`src/hw/opaddr_params.svh`:
```
`ifndef OPADDR_PARAMS_SVH
`define OPADDR_PARAMS_SVH
`define WORD_W        16
`define RSV_PORT_LO   16'h00F8
`define RSV_PORT_HI   16'h00FF
`define PUSH_WORDS    3
`define STRING_MAX    17'h10000
`endif

```
`src/hw/opaddr_pkg.sv`:
```
package opaddr_pkg;
  // Memory addressing modes
  typedef enum logic [2:0] {
    MODE_DIRECT   = 3'b000,
    MODE_REG_IND  = 3'b001,
    MODE_BASED    = 3'b010,
    MODE_INDEXED  = 3'b011,
    MODE_BIDX     = 3'b100,
    MODE_BIDX_DSP = 3'b101
  } addr_mode_e;
  // Pointer register choice for register indirect
  typedef enum logic [1:0] {
    PTR_SRC_IDX  = 2'b00,
    PTR_DEST_IDX = 2'b01,
    PTR_BASE_B   = 2'b10,
    PTR_BASE_PTR = 2'b11
  } ptr_sel_e;
  // Segment registers
  typedef enum logic [1:0] {
    SEG_EXTRA = 2'b00,
    SEG_CODE  = 2'b01,
    SEG_STACK = 2'b10,
    SEG_DATA  = 2'b11
  } seg_sel_e;
  // Interrupt push sequencer states
  typedef enum logic [1:0] {
    PUSH_IDLE   = 2'b00,
    PUSH_STATUS = 2'b01,
    PUSH_CODE   = 2'b10,
    PUSH_IPTR   = 2'b11
  } push_state_e;
endpackage

```
`src/hw/offset_adder.sv`:
```
`timescale 1ns/1ns
`include "opaddr_params.svh"
// Three-term effective offset adder with carry dropped
module offset_adder
  import opaddr_pkg::*;
#(
  parameter int W = `WORD_W
)
(
  input  wire logic [W-1:0] disp,      // Displacement, already widened
  input  wire logic [W-1:0] base_val,  // Base term or zero
  input  wire logic [W-1:0] index_val, // Index term or zero
  output      logic [W-1:0] sum        // Offset modulo 2^W
);
  // Sum kept at W bits so any carry out falls away
  assign sum = W'(disp + base_val + index_val);
endmodule

```
`src/hw/operand_address_generation.sv`:
```
`timescale 1ns/1ns
`include "opaddr_params.svh"
// Operand and address former of the core
// Forms operands, memory offsets, port addresses, interrupt saves and the
// count-zero decision; every result leaves through a register
module operand_address_generation
  import opaddr_pkg::*;
#(
  parameter int W = `WORD_W
)
(
  input  wire logic          clk,              // Processor clock
  input  wire logic          rst_n,            // Asynchronous reset, active low
  // Operand request
  input  wire logic          req,              // Start of one operand calculation
  input  wire logic          op_is_mem,        // Memory operand, else register/immediate
  input  wire logic          op_is_imm,        // Immediate operand
  input  wire logic          op_byte,          // Byte operand size
  input  wire logic [2:0]    reg_sel,          // General register number
  input  wire logic [W-1:0]  imm_val,          // Immediate operand
  input  wire addr_mode_e    mode,             // Memory addressing mode
  input  wire ptr_sel_e      ptr_sel,          // Register indirect pointer
  input  wire logic          base_is_bp,       // Base is base_pointer_reg
  input  wire logic          index_is_di,      // Index is dest_index_reg
  input  wire logic          disp_wide,        // Displacement is 16 bits
  input  wire logic [W-1:0]  disp_in,          // Raw displacement
  input  wire logic          seg_override,     // Override prefix present
  input  wire seg_sel_e      seg_override_sel, // Overriding segment
  input  wire logic          string_dest,      // String destination reference
  input  wire logic          stack_ref,        // Push or pop reference
  input  wire logic          code_ref,         // Prefetch or immediate fetch
  // Register file views
  input  wire logic [W-1:0]  gen_regs [0:7],   // General registers, word numbering
  input  wire logic [W-1:0]  seg_regs [0:3],   // Extra, code, stack, data segments
  input  wire logic [W-1:0]  instr_ptr,        // Current instruction pointer
  input  wire logic [W-1:0]  status_word,      // Current status word
  // Port request
  input  wire logic          io_req,           // Port access request
  input  wire logic          io_use_ptr,       // Port from port_pointer_reg
  input  wire logic [7:0]    io_imm_port,      // Port from instruction
  // Interrupt entry and count jump
  input  wire logic          int_entry,        // Begin interrupt save
  input  wire logic          jcz_req,          // jump_if_count_zero evaluation
  // Results
  output logic               op_valid,         // Result below is fresh
  output logic [W-1:0]       op_value,         // Register or immediate operand
  output logic               op_neg,           // Signed operand is negative
  output logic               mem_valid,        // Memory address fresh
  output logic [W-1:0]       mem_seg,          // Segment base
  output logic [W-1:0]       mem_offset,       // Effective offset
  output logic [W+3:0]       mem_phys,         // Segment shifted plus offset
  output logic               io_valid,         // Port address fresh
  output logic [W-1:0]       io_port,          // Full port address
  output logic               io_reserved,      // Port in reserved range
  output logic               push_valid,       // Stack word write strobe
  output logic [W-1:0]       push_data,        // Word being saved
  output logic               push_busy,        // Save sequence running
  output logic               jcz_valid,        // Branch decision fresh
  output logic               jcz_taken         // Branch taken
);
  // Slots of the general register view
  localparam int RIDX_COUNT    = 1; // count_reg
  localparam int RIDX_PORT     = 2; // port_pointer_reg
  localparam int RIDX_BASE_B   = 3; // base_reg_b
  localparam int RIDX_BASE_PTR = 5; // base_pointer_reg
  localparam int RIDX_SRC      = 6; // Source index
  localparam int RIDX_DEST     = 7; // dest_index_reg

  // Register and immediate operand selection
  // Byte numbers 0-3 name the low halves of word registers 0-3 and byte
  // numbers 4-7 their high halves
  wire [W-1:0] reg_word  = gen_regs[reg_sel];                    // 16-bit register
  wire [7:0]   reg_byte  = reg_sel[2] ? gen_regs[reg_sel[1:0]][15:8]
                                      : gen_regs[reg_sel[1:0]][7:0]; // AL..BH
  wire [W-1:0] reg_opnd  = op_byte ? {8'h00, reg_byte} : reg_word;
  wire [W-1:0] imm_opnd  = op_byte ? {8'h00, imm_val[7:0]} : imm_val;
  wire [W-1:0] opnd_nxt  = op_is_imm ? imm_opnd : reg_opnd;
  // Sign taken from the operand's top bit, two's complement view
  wire         neg_nxt   = op_byte ? opnd_nxt[7] : opnd_nxt[15];

  // Displacement widening
  // A short displacement is a signed byte, so it can reach backwards too
  wire [W-1:0] disp_ext  = disp_wide ? disp_in
                                     : {{8{disp_in[7]}}, disp_in[7:0]};

  // Term selection per mode
  // Base and index choices for the modes that name them directly
  wire [W-1:0] base_reg  = base_is_bp ? gen_regs[RIDX_BASE_PTR] : gen_regs[RIDX_BASE_B];
  wire [W-1:0] index_reg = index_is_di ? gen_regs[RIDX_DEST] : gen_regs[RIDX_SRC];
  logic [W-1:0] ind_reg;
  logic [W-1:0] t_disp;
  logic [W-1:0] t_base;
  logic [W-1:0] t_index;
  logic         uses_bp;
  logic         uses_di;

  // Register indirect pointer choice
  always_comb
  begin
    unique case (ptr_sel)
      PTR_SRC_IDX:  ind_reg = gen_regs[RIDX_SRC];
      PTR_DEST_IDX: ind_reg = gen_regs[RIDX_DEST];
      PTR_BASE_B:   ind_reg = gen_regs[RIDX_BASE_B];
      PTR_BASE_PTR: ind_reg = gen_regs[RIDX_BASE_PTR];
    endcase
  end

  // Elements a mode leaves out stay zero, so one adder serves all six modes
  // Mode decides which of the three elements join the sum
  always_comb
  begin
    t_disp  = '0;
    t_base  = '0;
    t_index = '0;
    uses_bp = 1'b0;
    uses_di = 1'b0;
    unique case (mode)
      MODE_DIRECT:
      begin
        t_disp = disp_ext;
      end
      MODE_REG_IND:
      begin
        t_base  = ind_reg;
        uses_bp = (ptr_sel == PTR_BASE_PTR);
        uses_di = (ptr_sel == PTR_DEST_IDX);
      end
      MODE_BASED:
      begin
        t_disp  = disp_ext;
        t_base  = base_reg;
        uses_bp = base_is_bp;
      end
      MODE_INDEXED:
      begin
        t_disp  = disp_ext;
        t_index = index_reg;
        uses_di = index_is_di;
      end
      MODE_BIDX:
      begin
        t_base  = base_reg;
        t_index = index_reg;
        uses_bp = base_is_bp;
        uses_di = index_is_di;
      end
      MODE_BIDX_DSP:
      begin
        t_disp  = disp_ext;
        t_base  = base_reg;
        t_index = index_reg;
        uses_bp = base_is_bp;
        uses_di = index_is_di;
      end
      default:
      begin
        t_disp = disp_ext; // Unused codes fall back to direct
      end
    endcase
  end

  // Effective offset
  // Carry past the top bit is lost, so offsets and strings wrap within the segment
  wire [W-1:0] eff_offset;
  offset_adder #(
    .W (W)
  ) u_adder (
    .disp      (t_disp),
    .base_val  (t_base),
    .index_val (t_index),
    .sum       (eff_offset)
  );

  // Implicit segment choice, override wins
  // Fetches go to the code segment, stack and base-pointer references to the
  // stack segment, string destinations through the index to the extra one
  wire seg_sel_e seg_implicit = code_ref                  ? SEG_CODE  :
                                (stack_ref || uses_bp)    ? SEG_STACK :
                                (string_dest && uses_di)  ? SEG_EXTRA :
                                                            SEG_DATA;
  wire seg_sel_e seg_pick     = seg_override ? seg_override_sel : seg_implicit;
  wire [W-1:0]   seg_base     = seg_regs[seg_pick];
  // Physical address from the two 16-bit parts
  wire [W+3:0]   phys_nxt     = (W+4)'({seg_base, 4'h0} + {4'h0, eff_offset});

  // Port address formation over the full 64K port space
  // The reserved span is only flagged; the access still goes out, and keeping
  // user devices clear of it is left to the system's port decoding
  wire [W-1:0] port_nxt = io_use_ptr ? gen_regs[RIDX_PORT]
                                     : {8'h00, io_imm_port};
  wire         rsv_nxt  = (port_nxt >= `RSV_PORT_LO) && (port_nxt <= `RSV_PORT_HI);

  // Count-zero branch condition
  // Only an exact zero branches; any other count falls through
  wire         cz_nxt   = (gen_regs[RIDX_COUNT] == 16'h0000);

  // Result strobes: each request shows its answer one cycle later
  // Strobes drop back one cycle after their request does; the data beside them holds
  always_ff @(posedge clk or negedge rst_n)
  begin
    if (!rst_n)
    begin
      op_valid  <= 1'b0;
      mem_valid <= 1'b0;
      io_valid  <= 1'b0;
      jcz_valid <= 1'b0;
    end
    else
    begin
      op_valid  <= req && !op_is_mem;
      mem_valid <= req && op_is_mem;
      io_valid  <= io_req;
      jcz_valid <= jcz_req;
    end
  end

  // Register or immediate operand, held until the next register or immediate request
  always_ff @(posedge clk or negedge rst_n)
  begin
    if (!rst_n)
    begin
      op_value <= '0;
      op_neg   <= 1'b0;
    end
    else if (req && !op_is_mem)
    begin
      op_value <= opnd_nxt;
      op_neg   <= neg_nxt;
    end
  end

  // Memory reference: segment and offset travel as one 32-bit pair
  always_ff @(posedge clk or negedge rst_n)
  begin
    if (!rst_n)
    begin
      mem_seg    <= '0;
      mem_offset <= '0;
      mem_phys   <= '0;
    end
    else if (req && op_is_mem)
    begin
      mem_seg    <= seg_base;
      mem_offset <= eff_offset;
      mem_phys   <= phys_nxt;
    end
  end

  // Port address and its reserved-range flag
  always_ff @(posedge clk or negedge rst_n)
  begin
    if (!rst_n)
    begin
      io_port     <= '0;
      io_reserved <= 1'b0;
    end
    else if (io_req)
    begin
      io_port     <= port_nxt;
      io_reserved <= rsv_nxt;
    end
  end

  // Count-zero branch decision, held until the next evaluation
  always_ff @(posedge clk or negedge rst_n)
  begin
    if (!rst_n)
      jcz_taken <= 1'b0;
    else if (jcz_req)
      jcz_taken <= cz_nxt;
  end

  // Interrupt save: status, then code segment, then instruction pointer
  // All three words are captured on the entry edge, so the stack sees the
  // state of the moment the interrupt was taken even if the core moves on
  push_state_e  push_r;    // Save sequencer state
  push_state_e  push_nxt;  // Its next value
  logic [W-1:0] save_sw_r; // Status word at entry
  logic [W-1:0] save_cs_r; // Code segment at entry
  logic [W-1:0] save_ip_r; // Instruction pointer at entry
  wire          take_int = (push_r == PUSH_IDLE) && int_entry; // Entry while busy is dropped

  // Next state of the save sequencer
  always_comb
  begin
    unique case (push_r)
      PUSH_IDLE:   push_nxt = take_int ? PUSH_STATUS : PUSH_IDLE;
      PUSH_STATUS: push_nxt = PUSH_CODE;
      PUSH_CODE:   push_nxt = PUSH_IPTR;
      PUSH_IPTR:   push_nxt = PUSH_IDLE;
    endcase
  end

  // Sequencer state and busy flag
  always_ff @(posedge clk or negedge rst_n)
  begin
    if (!rst_n)
    begin
      push_r    <= PUSH_IDLE;
      push_busy <= 1'b0;
    end
    else
    begin
      push_r    <= push_nxt;
      push_busy <= (push_nxt != PUSH_IDLE);
    end
  end

  // Snapshot of the words to save, taken only on an accepted entry
  always_ff @(posedge clk or negedge rst_n)
  begin
    if (!rst_n)
    begin
      save_sw_r <= '0;
      save_cs_r <= '0;
      save_ip_r <= '0;
    end
    else if (take_int)
    begin
      save_sw_r <= status_word;
      save_cs_r <= seg_regs[SEG_CODE];
      save_ip_r <= instr_ptr;
    end
  end

  // One stack word per cycle while the sequencer walks its three states
  always_ff @(posedge clk or negedge rst_n)
  begin
    if (!rst_n)
    begin
      push_valid <= 1'b0;
      push_data  <= '0;
    end
    else
    begin
      push_valid <= (push_r != PUSH_IDLE);
      unique case (push_r)
        PUSH_IDLE:   push_data <= push_data;
        PUSH_STATUS: push_data <= save_sw_r;
        PUSH_CODE:   push_data <= save_cs_r;
        PUSH_IPTR:   push_data <= save_ip_r;
      endcase
    end
  end
endmodule
```
`config.mk`:
```
export PLATFORM = sky130hd
export DESIGN_NAME = operand_address_generation
export DESIGN_NICKNAME = d
export VERILOG_FILES = /design/src/hw/opaddr_pkg.sv /design/src/hw/offset_adder.sv /design/src/hw/operand_address_generation.sv
export VERILOG_INCLUDE_DIRS = /design/src /design/src/hw
export SDC_FILE = /design/constraint.sdc
export NUM_CORES = 1
export LEC_CHECK = 0
export BUFFER_PORTS_ARGS = -buffer_cell sky130_fd_sc_hd__buf_2
export CORE_MARGIN = 3
export CORE_UTILIZATION = 30
export CTS_BUF_LIST = sky130_fd_sc_hd__clkbuf_4
export DETAILED_ROUTE_END_ITERATION = 6
export PLACE_DENSITY = 0.6
export SLEW_MARGIN = 20
export SYNTH_ARGS = -nofsm -noshare
export SYNTH_HDL_FRONTEND = slang
export SYNTH_HIERARCHICAL = 1
export SYNTH_SLANG_ARGS = --single-unit
```
`constraint.sdc`:
```
create_clock -name clk -period 2.1 [get_ports clk]
set_clock_uncertainty 0.2 [all_clocks]
set_input_delay 0.315 -clock clk [delete_from_list [all_inputs] [get_ports clk]]
set_output_delay 0.315 -clock clk [all_outputs]
set_load 0.03 [all_outputs]
```
## After elaboration in Yosys (flattened, before gate mapping)

Cells that the tools add are included.

| storage, ports and cells | value |
|---|---|
| register bits | 159 |
| input bits | 291 |
| output and inout port bits | 109 |
| word-level logic and storage cells | 87 |

| cells by class | value |
|---|---|
| add/subtract/negate cells | 3 |
| order comparisons | 5 |
| eq/ne operators | 11 |
| muxes and demuxes | 31 |
| bitwise gates (word level) | 3 |
| reduce and logical (&&, ||, !) cells | 15 |

Operators with widths:

| kind | count |
|---|---|
| $mux W16 | 15 |
| $bmux W16 S3 | 2 |
| $pmux W16 S4 | 1 |
| $pmux W16 S3 | 1 |
| $add A16 B16 Y16 | 2 |
| $bmux W16 S2 | 1 |
| $pmux W16 S2 | 1 |
| $add A20 B16 Y20 | 1 |
| $ge A16 B8 Y1 const B | 1 |
| $le A16 B8 Y1 const B | 1 |
| $logic_not A16 Y1 | 1 |
| $eq A2 B2 Y1 const B | 4 |
| $mux W2 | 4 |
| $mux W8 | 1 |
| $pmux W2 S4 | 1 |
| $eq A3 B2 Y1 const B | 2 |
| $eq A3 B3 Y1 const B | 2 |
| $not A2 Y3 | 2 |
| $reduce_or A3 Y1 | 2 |
| $logic_and A1 B1 Y1 | 5 |
| $eq A2 B1 Y1 const B | 2 |
| $ge A3 B4 Y1 const B | 1 |
| $ge A4 B4 Y1 const B | 1 |
| $logic_not A2 Y1 | 2 |
| 9 further kinds | 12 |

## Longest topological paths before layout

Gate-level depths: netlist of run 1.

| logic depth | value |
|---|---|
| depth after elaboration | 13 |
| gate-level depth with buffers | 24 |

## Cells and area by module

The synthesis of run 1 kept the hierarchy.

Modules (own cells, without submodules):

| module | times used | cells an instance | area each (um^2) |
|---|---|---|---|
| operand_address_generation | 1 | 901 | 9,475.3 |
| offset_adder | 1 | 111 | 993.5 |

## Worst setup path before layout of run 1

OpenSTA, ideal clock, no wires.

| path | value |
|---|---|
| path kind | input-to-reg |
| start point | input port ptr_sel[0] |
| end point | register mem_phys[19] |
| setup time | 82 ps |
| data arrival time | 5,126 ps |
| data required time | 1,818 ps |
| setup slack | -3,308 ps |
| stages on the path | 20 |
| buffers on the path | 2 |
| cell sequence | buf_6 -> buf_1 -> mux4_2 -> nand2_1 -> o21ai_0 -> fa_1 -> ha_1 -> a21oi_1 -> o211ai_1 -> a32oi_1 -> mux2i_1 -> nand2_1 -> ha_1 -> a21o_1 -> a21oi_1 -> o21ai_0 -> or3_1 -> and3_1 -> a31o_2 -> a31oi_1 |

| between the ends | value |
|---|---|
| elaborated cells on any way between the ends | 21 |
| classes of those cells | 3 x add/sub; 3 x eq/ne; 11 x mux; 1 x bitwise; 3 x reduce/logical |

RTL lines:

| what | RTL line | RTL |
|---|---|---|
| from (decl) | operand_address_generation.sv:22 | `input wire ptr_sel_e ptr_sel,` |
| $eq A2 B2 Y1 (tied with other cells) | operand_address_generation.sv:100 | `unique case (ptr_sel)` |
| $pmux W16 S4 (*) | operand_address_generation.sv:100 |  |
| $pmux W16 S2 (*) | operand_address_generation.sv:117 | `unique case (mode)` |
| net t_base[5] | operand_address_generation.sv:92 | `logic [W-1:0] t_base;` |
| $add A16 B16 Y16 (*) (2 in a row) | offset_adder.sv:16 | `assign sum = W'(disp + base_val + index_val);` |
| net eff_offset[12] | operand_address_generation.sv:164 | `wire [W-1:0] eff_offset;` |
| $add A20 B16 Y20 (*) | operand_address_generation.sv:184 | `wire [W+3:0] phys_nxt = (W+4)'({seg_base, 4'h0} + {4'h0, eff_offset});` |
| to (signal assigned) | operand_address_generation.sv:245 | `mem_phys <= phys_nxt;` |
| to (decl) | operand_address_generation.sv:51 | `output logic [W+3:0] mem_phys,` |

The timed path passes the listed nets; every way through them passes the cells marked *. The select of a mux whose other input is x is not followed.
A chain may end at the register's enable or synchronous reset.

## Worst setup path after layout of run 1

| path | value |
|---|---|
| start point | input port gen_regs[65] (netlist name) |
| end point | register mem_phys[19] |

| between the ends | value |
|---|---|
| longest elaborated chain between the ends | 5 |
| elaborated cells on any way between the ends | 6 |
| classes of those cells | 3 x add/sub; 3 x mux |

Ends and longest elaborated chain:

| what | RTL line | RTL |
|---|---|---|
| from (decl) | operand_address_generation.sv:33 | `input wire logic [W-1:0] gen_regs [0:7],` |
| $pmux W16 S4 or $mux W16 (tied branches) | operand_address_generation.sv:100, operand_address_generation.sv:88 |  |
| $pmux W16 S2 (*) | operand_address_generation.sv:117 |  |
| net t_base[1] | operand_address_generation.sv:92 |  |
| $add A16 B16 Y16 (*) (2 in a row) | offset_adder.sv:16 |  |
| net eff_offset[9] | operand_address_generation.sv:164 |  |
| $add A20 B16 Y20 (*) | operand_address_generation.sv:184 |  |

The timed path passes the listed nets; every way through them passes the cells marked *.

==> run summary, run 1 <==
First-pass GRT wire length -> 71.34 mm
Pleak -> 8.281 nW
Reg clk slew, reported paths -> 0.15 ns
Area of the mapped netlist -> 10,470 um^2
Mapped Nets -> 1,349
Max-slew headroom -> 62.26%
Fmax -> 0.2312 GHz
Number of vias per cell -> 5.134
Pre-antenna DRT Iters -> 6
Hold Slack -> 0.03045 ns
Initial core utilization -> 30.83%
Final net count -> 2,063
Worst-Margin Slew -> 0.5661 ns
GRT Total Usage -> 25.99%
Internal power -> 9.561 mW
Synth Flop Type -> dfrtp_1
Most common cell after layout, fill and taps aside -> buf_2
Most frequent cells in the layout -> buf_2, buf_4, dfrtp_1
Post-route insts no fill -> 2,202
Pre-CTS setup slack -> -2.992 ns
Grt ovf -> 0
Dpl cells -> 1,999
Vias in the first global route -> 11,590
Inserted Clock Buffers -> 17
Sw frac -> 43.28%
Final Max Slew Viols -> 0
Switching pwr -> 7.296 mW
Iter 0 DRT Violations -> 784
Final Worst Setup Slack -> -2.225 ns
FFs w/ async S/R, synth -> 100.0%
Post-synth top area share -> 37.05%
Met3 global-route usage -> 6.485%
Sequential power share -> 28.1%
P per Cell Area -> 956.4 nW/um^2
Top cells by area, synth -> dfrtp_1, mux2_2, mux4_2
Sink Count -> 155
H-tree level count -> 4
Avg Cell Area, Syn -> 10.34 um^2
RSZ-0062 raised after global routing -> true
Status -> finished, violations left
Final worst-path cycle share -> 205.9%
Routed wire length -> 49.36 mm
Max-cap violations -> 0
Final period demand of the worst path -> 4.325 ns
Area leader, netlist -> dfrtp_1
Worst-path maximum fanout -> 2
Syn Inst Count -> 1,012
Worst path required time -> 2.44 ns
DRC errors left -> 0
Die Ht -> 192.8 um
Post-synthesis register bit count -> 155
GPL Wtd Cong -> 0.9806
Initial antenna violation count -> 16
Sequential fraction of the synthesis area -> 37.05%
Failing checks -> negative setup slack
WL/cell -> 22.42 um
Critical path arrival -> 4.66 ns
Area Growth Syn to Fin -> 68.36%
Max VDD drop -> 0.5829 mV
Comb pwr share -> 59.8%
Longest Clk Path Bufs -> 2
Via count -> 11,310
Largest net degree at the start of global routing -> 62
GR Util met2 -> 41.00%
Met1 Use GR -> 34.33%
Final number of hold-violating endpoints -> 0
Share of cells above drive strength 1 -> 55.09%
Min-Delay Path Class -> primary input to flop
DRT antenna net count -> 0
Worst setup EP type -> flop
YS warnings -> 6
Yosys cell types -> 58
Insertion delay to the later sink of the worst-skew pair -> 0.60 ns
Die W -> 192.8 um
DP HPWL -> 37.50 mm
Filler Cell Count -> 3,109
CTS tree -> done
Die area -> 37,170 um^2
Root Buffer -> clkbuf_4
Busiest metal layer after global routing -> met2
Rows -> 67
Clock power frac -> 12.0%
Worst setup SP type -> primary input
Port Buf Inserts -> 399
Fin util -> 51.91%
Core Footprint -> 33,950 um^2
I/O pins -> 400
Final Setup Violations -> 46
EDFF count, synth -> 0
Setup CP Type -> primary input to flop
==> stage by stage <==
stage,total power [mW],area (um^2),setup TNS [ns]
3_5_place_dp,13.28,14740,-81.19
3_3_place_gp,13.10,14740,-78.89
4_1_cts,16.43,17210,-44.30
6_report,16.86,17630,-47.19
2_1_floorplan,9.940,10850,-56.37
5_1_grt,17.90,17630,-49.80
==> power by group through the flow <==
stage | clock network [mW] | logic [mW] | registers [mW]
after floorplan | 0 | 4.08 | 5.86
after global placement | 0 | 8.37 | 4.72
after detailed placement | 0 | 8.50 | 4.78
after CTS | 2.11 | 9.59 | 4.73
after global routing | 2.21 | 10.8 | 4.87
final | 2.03 | 10.1 | 4.74
==> what timing repair did <==
action | CTS | global route
resized for setup | 152 | 71
pin swaps | 73 | 51
hold buffers | 127 | 0
cloned | 2 | 1
setup endpoints to repair | 46 | 51
setup buffers | 26 | 14
hold endpoints to repair | 250 | 0
==> worst paths after layout <==
check / slack, ns / start / cells after the start / to
setup / recovery: -2.22 / gen_regs[65] / 21 / mem_phys[19]$_DFFE_PN0P_
hold / removal: 0.03 / io_req / 2 / io_port[3]$_DFFE_PN0P_
max in group asynchronous: 0.41 / rst_n / 4 / save_ip_r[5]$_DFFE_PN0P_
setup reg to reg: 0.32 / push_r[0]$_DFF_PN0_ / 5 / save_cs_r[1]$_DFFE_PN0P_
min in group asynchronous: 0.56 / rst_n / 3 / op_value[2]$_DFFE_PN0P_
hold reg to reg: 0.29 / mem_phys[11]$_DFFE_PN0P_ / 1 / mem_phys[11]$_DFFE_PN0P_
==> routing by layer <==
layer,up-vias,wire (um)
li1,5132,-
met1,5599,20900
met2,452,23240
met3,121,3275
met4,2,1928
met5,-,16
==> flip-flops by register name, indices dropped and copies added, names as in the netlist, 2 cells and up <==
signal and cells:
save_cs_r 16, op_value 16, io_port 16, mem_phys 16, save_ip_r 16, push_data 16
save_sw_r 16, mem_seg 16, mem_offset 16, push_r 2
==> final cells by class <==
cell class                 instances  area [um^2]  share of cell area (%)
antenna                           15        37.54                  0.2130
clock buffer                      18        135.1                  0.7667
clock inverter                    14        157.7                  0.8944
inverter                          36        135.1                  0.7667
multi-input combinational        750         7278                   41.29
sequential                       155         3879                   22.01
tap                              448        560.5                   3.180
timing repair buffer             766         5443                   30.88
==> logic make-up after synthesis <==
logic type	count (synthesis)	share of synthesized area [%]
AO/OA/AOI/OAI	212	12.70
adder cells (fa/ha/maj)	46	6.717
flip-flops	155	37.05
buffers and inverters	107	4.219
multiplexers	199	26.11
AND/OR/NAND/NOR	268	11.10
XOR/XNOR	25	2.092
==> synth_stat cells (2+ instances only) <==
master    count
clkbuf_1     48
o21ai_0      64
mux4_2       43
a221oi_1      2
nor3_1        5
buf_1        11
a31oi_1      37
xnor2_1      18
a311oi_1      8
or2_2         3
o21bai_1      4
a21oi_1      41
xor2_1        7
a211oi_1      2
nor2_1       78
a21o_1        6
o211ai_1      6
nand2b_1      7
or3_1         3
mux2i_1      55
dfrtp_1     155
o41ai_1       3
buf_2         5
a41oi_1       2
mux4_1        5
buf_4         5
buf_6         2
nand4_1       3
fa_1         17
o211a_1       3
and3_1        2
nor4_1        5
a22o_1        7
nand2_1     128
nor2b_1      12
o21a_1        2
inv_1        35
ha_1         29
mux2_2       95
nand3_1      14
a22oi_1      16
a31o_2        3
==> critical path: stages <==
cell	delay [ns]
buf_4	0.12
mux4_2	0.47
nand2_2	0.09
o21ai_2	0.06
fa_1	0.54
ha_4	0.15
inv_2	0.04
fa_2	0.36
nor2b_4	0.14
o211ai_2	0.12
a21boi_2	0.20
o41ai_2	0.08
xnor2_1	0.29
ha_1	0.30
or3_1	0.32
o21ai_2	0.11
nor4_4	0.07
or3_4	0.37
and3_4	0.16
a31o_2	0.20
a31oi_1	0.16
Note: power is estimated with default switching activity, not from simulation.
==> run 2: changes to the inputs <==
--- a/config.mk
+++ b/config.mk
@@ -6,12 +6,12 @@
 export SDC_FILE = /design/constraint.sdc
 export NUM_CORES = 1
 export LEC_CHECK = 0
-export BUFFER_PORTS_ARGS = -buffer_cell sky130_fd_sc_hd__buf_2
 export CORE_MARGIN = 3
 export CORE_UTILIZATION = 30
 export CTS_BUF_LIST = sky130_fd_sc_hd__clkbuf_4
 export DETAILED_ROUTE_END_ITERATION = 6
-export PLACE_DENSITY = 0.6
+export DONT_BUFFER_PORTS = 1
+export PLACE_DENSITY = 0.5
 export SLEW_MARGIN = 20
 export SYNTH_ARGS = -nofsm -noshare
 export SYNTH_HDL_FRONTEND = slang
==> run summary, run 2 (synthesis gave the netlist of run 1 again) <==
Rows -> 67
Root Buffer -> clkbuf_4
Pre-antenna DRT Iters -> 5
Initial core utilization -> 30.83%
Fin area -> 14,170 um^2
Die area -> 37,170 um^2
Pleak -> 5.921 nW
Critical path arrival -> 4.52 ns
Largest net degree at the start of global routing -> 156
Final Worst Setup Slack -> -2.088 ns
DRC errors left -> 0
GRT Total Usage -> 20.94%
Iter 0 DRT Violations -> 527
Final period demand of the worst path -> 4.188 ns
Worst r2r src -> push_r[0]$_DFF_PN0_
RSZ-0062 raised after global routing -> true
Sink Count -> 155
Die W -> 192.8 um
Die Ht -> 192.8 um
Hold Slack -> -0.8031 ns
Area after DPL -> 11,810 um^2
Crit path cell chain -> mux4_2, nand2_2, o21ai_2, fa_1, ha_4, inv_2, fa_2, nor2b_4, o211ai_2, a21boi_2, o41ai_4, xnor2_2, ha_1, or3_1, o21ai_2, nor4_4, or3_1, and3_1, a31o_2, a31oi_1
Met2 wire len -> 18.54 mm
Worst setup EP type -> flop
Most common cell after layout, fill and taps aside -> dfrtp_1
I/O pins -> 400
Max VDD drop -> 0.6706 mV
Worst-Margin Slew -> 1.008 ns
Area Growth Syn to Fin -> 35.39%
Worst setup SP type -> primary input
Initial antenna violation count -> 7
Inserted Clock Buffers -> 17
GPL Wtd Cong -> 0.9289
Fin util -> 41.75%
Max-cap violations -> 0
Reg clk slew, reported paths -> 0.16 ns
Worst path max stage delay -> 0.52 ns
Worst reg2reg path depth -> 6
Max-slew headroom -> 32.81%
Vias in the first global route -> 8,987
Final Max Slew Viols -> 0
H-tree level count -> 4
Via count -> 8,954
First-pass GRT wire length -> 57.57 mm
Status -> finished, violations left
DRT antenna net count -> 0
Filler Cell Count -> 3,259
Final net count -> 1,534
Port Buf Inserts -> 0
Final number of hold-violating endpoints -> 155
FF-to-FF setup slack -> 0.37 ns
Highest metal used -> met5
Worst path required time -> 2.43 ns
Final Setup Violations -> 46
CTS tree -> done
Failing checks -> negative hold slack, negative setup slack
Min-Delay Path Class -> primary input to asynchronous set/reset pin
Core Footprint -> 33,950 um^2
Fmax -> 0.2388 GHz
Final worst-path cycle share -> 199.4%
Number of vias per cell -> 5.381
Most frequent cells in the layout -> dfrtp_1, nand2_1, dlygate4sd3_1
WL/cell -> 23.87 um
WL met1 -> 16.76 mm
P per Cell Area -> 1080 nW/um^2
Grt ovf -> 0
Routed wire length -> 39.73 mm
Setup CP Type -> primary input to flop
DP HPWL -> 30.47 mm
Worst-path maximum fanout -> 18
CP max-delay cell -> fa_1
Share of cells above drive strength 1 -> 33.88%
Longest Clk Path Bufs -> 2
Insertion delay to the later sink of the worst-skew pair -> 0.59 ns
R2r endpoint -> push_busy$_DFF_PN0_
Metal3 WL -> 3.774 mm
run 2: worst max-delay path by stage:
| stage | startpoint | endpoint | slack, ns | cells after the start |
|---|---|---|---|---|
| 6_report | ptr_sel[0] | mem_phys[19]$_DFFE_PN0P_ | -2.09 | 20 |
| 5_1_grt | ptr_sel[0] | mem_phys[19]$_DFFE_PN0P_ | -2.19 | 20 |
| 3_3_place_gp | ptr_sel[0] | mem_phys[19]$_DFFE_PN0P_ | -2.79 | 19 |
| 2_1_floorplan | ptr_sel[0] | mem_phys[19]$_DFFE_PN0P_ | -2.54 | 20 |
| 3_5_place_dp | ptr_sel[0] | mem_phys[19]$_DFFE_PN0P_ | -2.83 | 19 |
| 4_1_cts | ptr_sel[0] | mem_phys[19]$_DFFE_PN0P_ | -2.00 | 20 |
run 2: through the flow:
step,setup TNS [ns],power (mW),instances,worst slack (ns)
floorplan,-56.37,9.940,1012,-2.536
detailed placement,-69.06,11.94,1489,-2.834
finish,-38.60,15.31,1664,-2.088
CTS,-34.78,14.87,1646,-1.998
global placement,-68.70,11.86,1489,-2.788
global route,-40.78,16.30,1664,-2.187
run 2: timing repair:
action,4_1_cts,5_1_grt
hold buffers,115,1
endpoints found under the setup margin,45,48
buffers inserted,13,14
gates resized for setup,85,53
endpoints found under the hold margin,263,164
cloned,2,0
pin swaps,36,28
run 2: power by group:
part           switching [mW]  internal [mW]
logic                    3.14           3.75
clock network            1.26          0.853
registers                2.22           4.08
total                    6.63           8.68
run 2: metal layers:
metal  GRT usage (%)  vias up
met5               0        -
met4           5.352        2
met3           7.430       45
met2           32.70      390
met1           27.69     4459
li1                -     4058
run 2: worst max-delay path: cells and delay by family:
family / cells / cell delay [ns]
and+or+nand+nor: 6 / 1.13
adders and majority gates: 4 / 1.33
AOI/OAI and AO/OA: 7 / 0.95
xor gates and xnor gates: 1 / 0.23
muxes: 1 / 0.50
buffers and inverters: 1 / 0.04
run 2: final cells by class:
class                      count  area [um^2]  area share (%)
antenna                        6        15.01          0.1059
tap                          448        560.5           3.955
clock buffer                  17        127.6          0.9004
multi-input combinational    750         7061           49.81
inverter                      36        135.1          0.9534
timing repair buffer         237         2208           15.58
clock inverter                15        187.7           1.324
sequential                   155         3879           27.37
==> run 3: changes to the inputs <==
--- a/config.mk
+++ b/config.mk
@@ -11,6 +11,7 @@
 export CTS_BUF_LIST = sky130_fd_sc_hd__clkbuf_4
 export DETAILED_ROUTE_END_ITERATION = 6
 export DONT_BUFFER_PORTS = 1
+export HOLD_SLACK_MARGIN = 0.08
 export PLACE_DENSITY = 0.5
 export SLEW_MARGIN = 20
 export SYNTH_ARGS = -nofsm -noshare
==> run summary, run 3 (synthesis gave the netlist of run 1 again) <==
CP max-delay cell -> fa_1
Grt ovf -> 0
Hold Slack -> -0.8052 ns
Insertion delay to the later sink of the worst-skew pair -> 0.59 ns
Crit path cell chain -> mux4_2, nand2_2, o21ai_2, fa_1, ha_4, inv_2, fa_2, nor2b_4, o211ai_2, a21boi_2, o41ai_4, xnor2_2, ha_1, or3_1, o21ai_2, nor4_4, or3_1, and3_1, a31o_2, a31oi_1
Dpl cells -> 1,489
Final period demand of the worst path -> 4.192 ns
Filler Cell Count -> 3,245
Final Max Slew Viols -> 0
Area after DPL -> 11,810 um^2
Sequential power share -> 41.0%
Fin area -> 14,350 um^2
Min-Delay Path Class -> primary input to asynchronous set/reset pin
Reg clk slew, reported paths -> 0.15 ns
Sw frac -> 43.26%
Max-cap violations -> 0
Die area -> 37,170 um^2
Worst-Margin Slew -> 1.053 ns
Iter 0 DRT Violations -> 641
Final net count -> 1,551
Pleak -> 6.002 nW
CP bufs+invs -> 1
Rows -> 67
Sink Count -> 155
TNS Setup -> -38.74 ns
Final worst-path cycle share -> 199.6%
Port Buf Inserts -> 0
Routed wire length -> 40.27 mm
RSZ-0062 raised after global routing -> true
Max-slew headroom -> 29.79%
Die W -> 192.8 um
Clock power frac -> 13.8%
DRT antenna net count -> 0
Longest Clk Path Bufs -> 2
P per Cell Area -> 1069 nW/um^2
Worst setup SP type -> primary input
Die Ht -> 192.8 um
DP HPWL -> 30.47 mm
Status -> finished, violations left
Final Worst Setup Slack -> -2.092 ns
Initial core utilization -> 30.83%
Pre-antenna DRT Iters -> 5
Final number of hold-violating endpoints -> 157
DRC errors left -> 0
Via count -> 9,027
Root Buffer -> clkbuf_4
Setup CP Type -> primary input to flop
H-tree level count -> 4
Internal power -> 8.707 mW
Delay-heaviest family, CP -> adder cells
Worst setup EP type -> flop
Pre-CTS setup slack -> -2.834 ns
Fmax -> 0.2386 GHz
Core Footprint -> 33,950 um^2
WL/cell -> 23.95 um
Vias in the first global route -> 9,227
Most frequent cells in the layout -> dfrtp_1, dlygate4sd3_1, nand2_1
Area Growth Syn to Fin -> 37.07%
Worst-path maximum fanout -> 18
Most common cell after layout, fill and taps aside -> dfrtp_1
First-pass GRT wire length -> 58.37 mm
GPL Wtd Cong -> 0.9289
Initial antenna violation count -> 7
CTS tree -> done
Switching pwr -> 6.639 mW
Worst path max stage delay -> 0.52 ns
Max VDD drop -> 0.6769 mV
Share of cells above drive strength 1 -> 33.41%
Critical path arrival -> 4.52 ns
Final Setup Violations -> 46
Worst path required time -> 2.43 ns
Inserted Clock Buffers -> 17
I/O pins -> 400
Failing checks -> negative hold slack, negative setup slack
Post-route insts no fill -> 1,681
GRT Total Usage -> 21.23%
Largest net degree at the start of global routing -> 156
Comb pwr share -> 45.2%
Number of vias per cell -> 5.370
==> run 3: cell count changes in the layout (fill, tap and decap cells not counted), sizes merged <==
cell	before	now
dlygate4sd3	113	129
dlymetal6s4s	1	2
==> run 3: worst reg2reg max path: stages (launching register included) <==
cell	delay, ns
dfrtp_1	0.40
inv_1	0.05
ha_1	0.21
nand2_2	0.10
buf_12	0.22
o21ai_0	0.14
or2_2	0.29
==> run 3: through the flow <==
step / util, % / total power, mW
after detailed placement: 34.77 / 11.94
after CTS: 41.14 / 14.90
after floorplan: - / 9.940
after global placement: 34.77 / 11.86
final: 42.27 / 15.35
after global routing: 42.27 / 16.34
==> run 3: power groups by stage <==
stage	sequential [mW]	clock (mW)	combinational, mW
after floorplan	5.86	0	4.08
final	6.30	2.11	6.94
after CTS	6.31	2.22	6.38
after global routing	6.46	2.33	7.55
after detailed placement	6.38	0	5.56
after global placement	6.36	0	5.50
==> run 3: path summary, 6_finish.rpt <==
check | from | cells past startpoint | slack (ns) | to
setup / recovery | ptr_sel[0] | 20 | -2.09 | mem_phys[19]$_DFFE_PN0P_
hold / removal | rst_n | 0 | -0.81 | op_value[0]$_DFFE_PN0P_
setup reg to reg | push_r[1]$_DFF_PN0_ | 6 | 0.38 | push_busy$_DFF_PN0_
hold reg to reg | save_sw_r[15]$_DFFE_PN0P_ | 1 | 0.32 | save_sw_r[15]$_DFFE_PN0P_
max in group asynchronous | rst_n | 0 | 2.16 | save_cs_r[3]$_DFFE_PN0P_
min in group clk | seg_regs[7] | 3 | 0 | mem_seg[7]$_DFFE_PN0P_
==> run 3: area by class of cell <==
type                    count  area (um^2)  share of cell area (%)
inverters                  36        135.1                  0.9417
repair buffers            254         2381                   16.59
diodes                      6        15.01                  0.1046
flip-flops and latches    155         3879                   27.03
multi-input cells         750         7064                   49.23
well taps                 448        560.5                   3.906
clock buffers              17        127.6                  0.8894
clock inverters            15        187.7                   1.308
==> run 3: metal layers <==
metal | global-route usage (%) | part of all wire [%] | vias up
met1 | 27.54 | 42 | 4471
met2 | 32.95 | 47 | 398
met5 | 0 | 0.032 | -
li1 | - | - | 4096
met3 | 8.120 | 9.5 | 60
met4 | 6.276 | 2.0 | 2
==> run 3: repair_timing <==
action / 4_1_cts / 5_1_grt
buffers inserted: 13 / 14
resized for setup: 85 / 55
hold buffers: 132 / 1
endpoints found under the setup margin: 45 / 50
endpoints found under the hold margin: 273 / 182
pin swaps: 36 / 28
cloned: 2 / 0
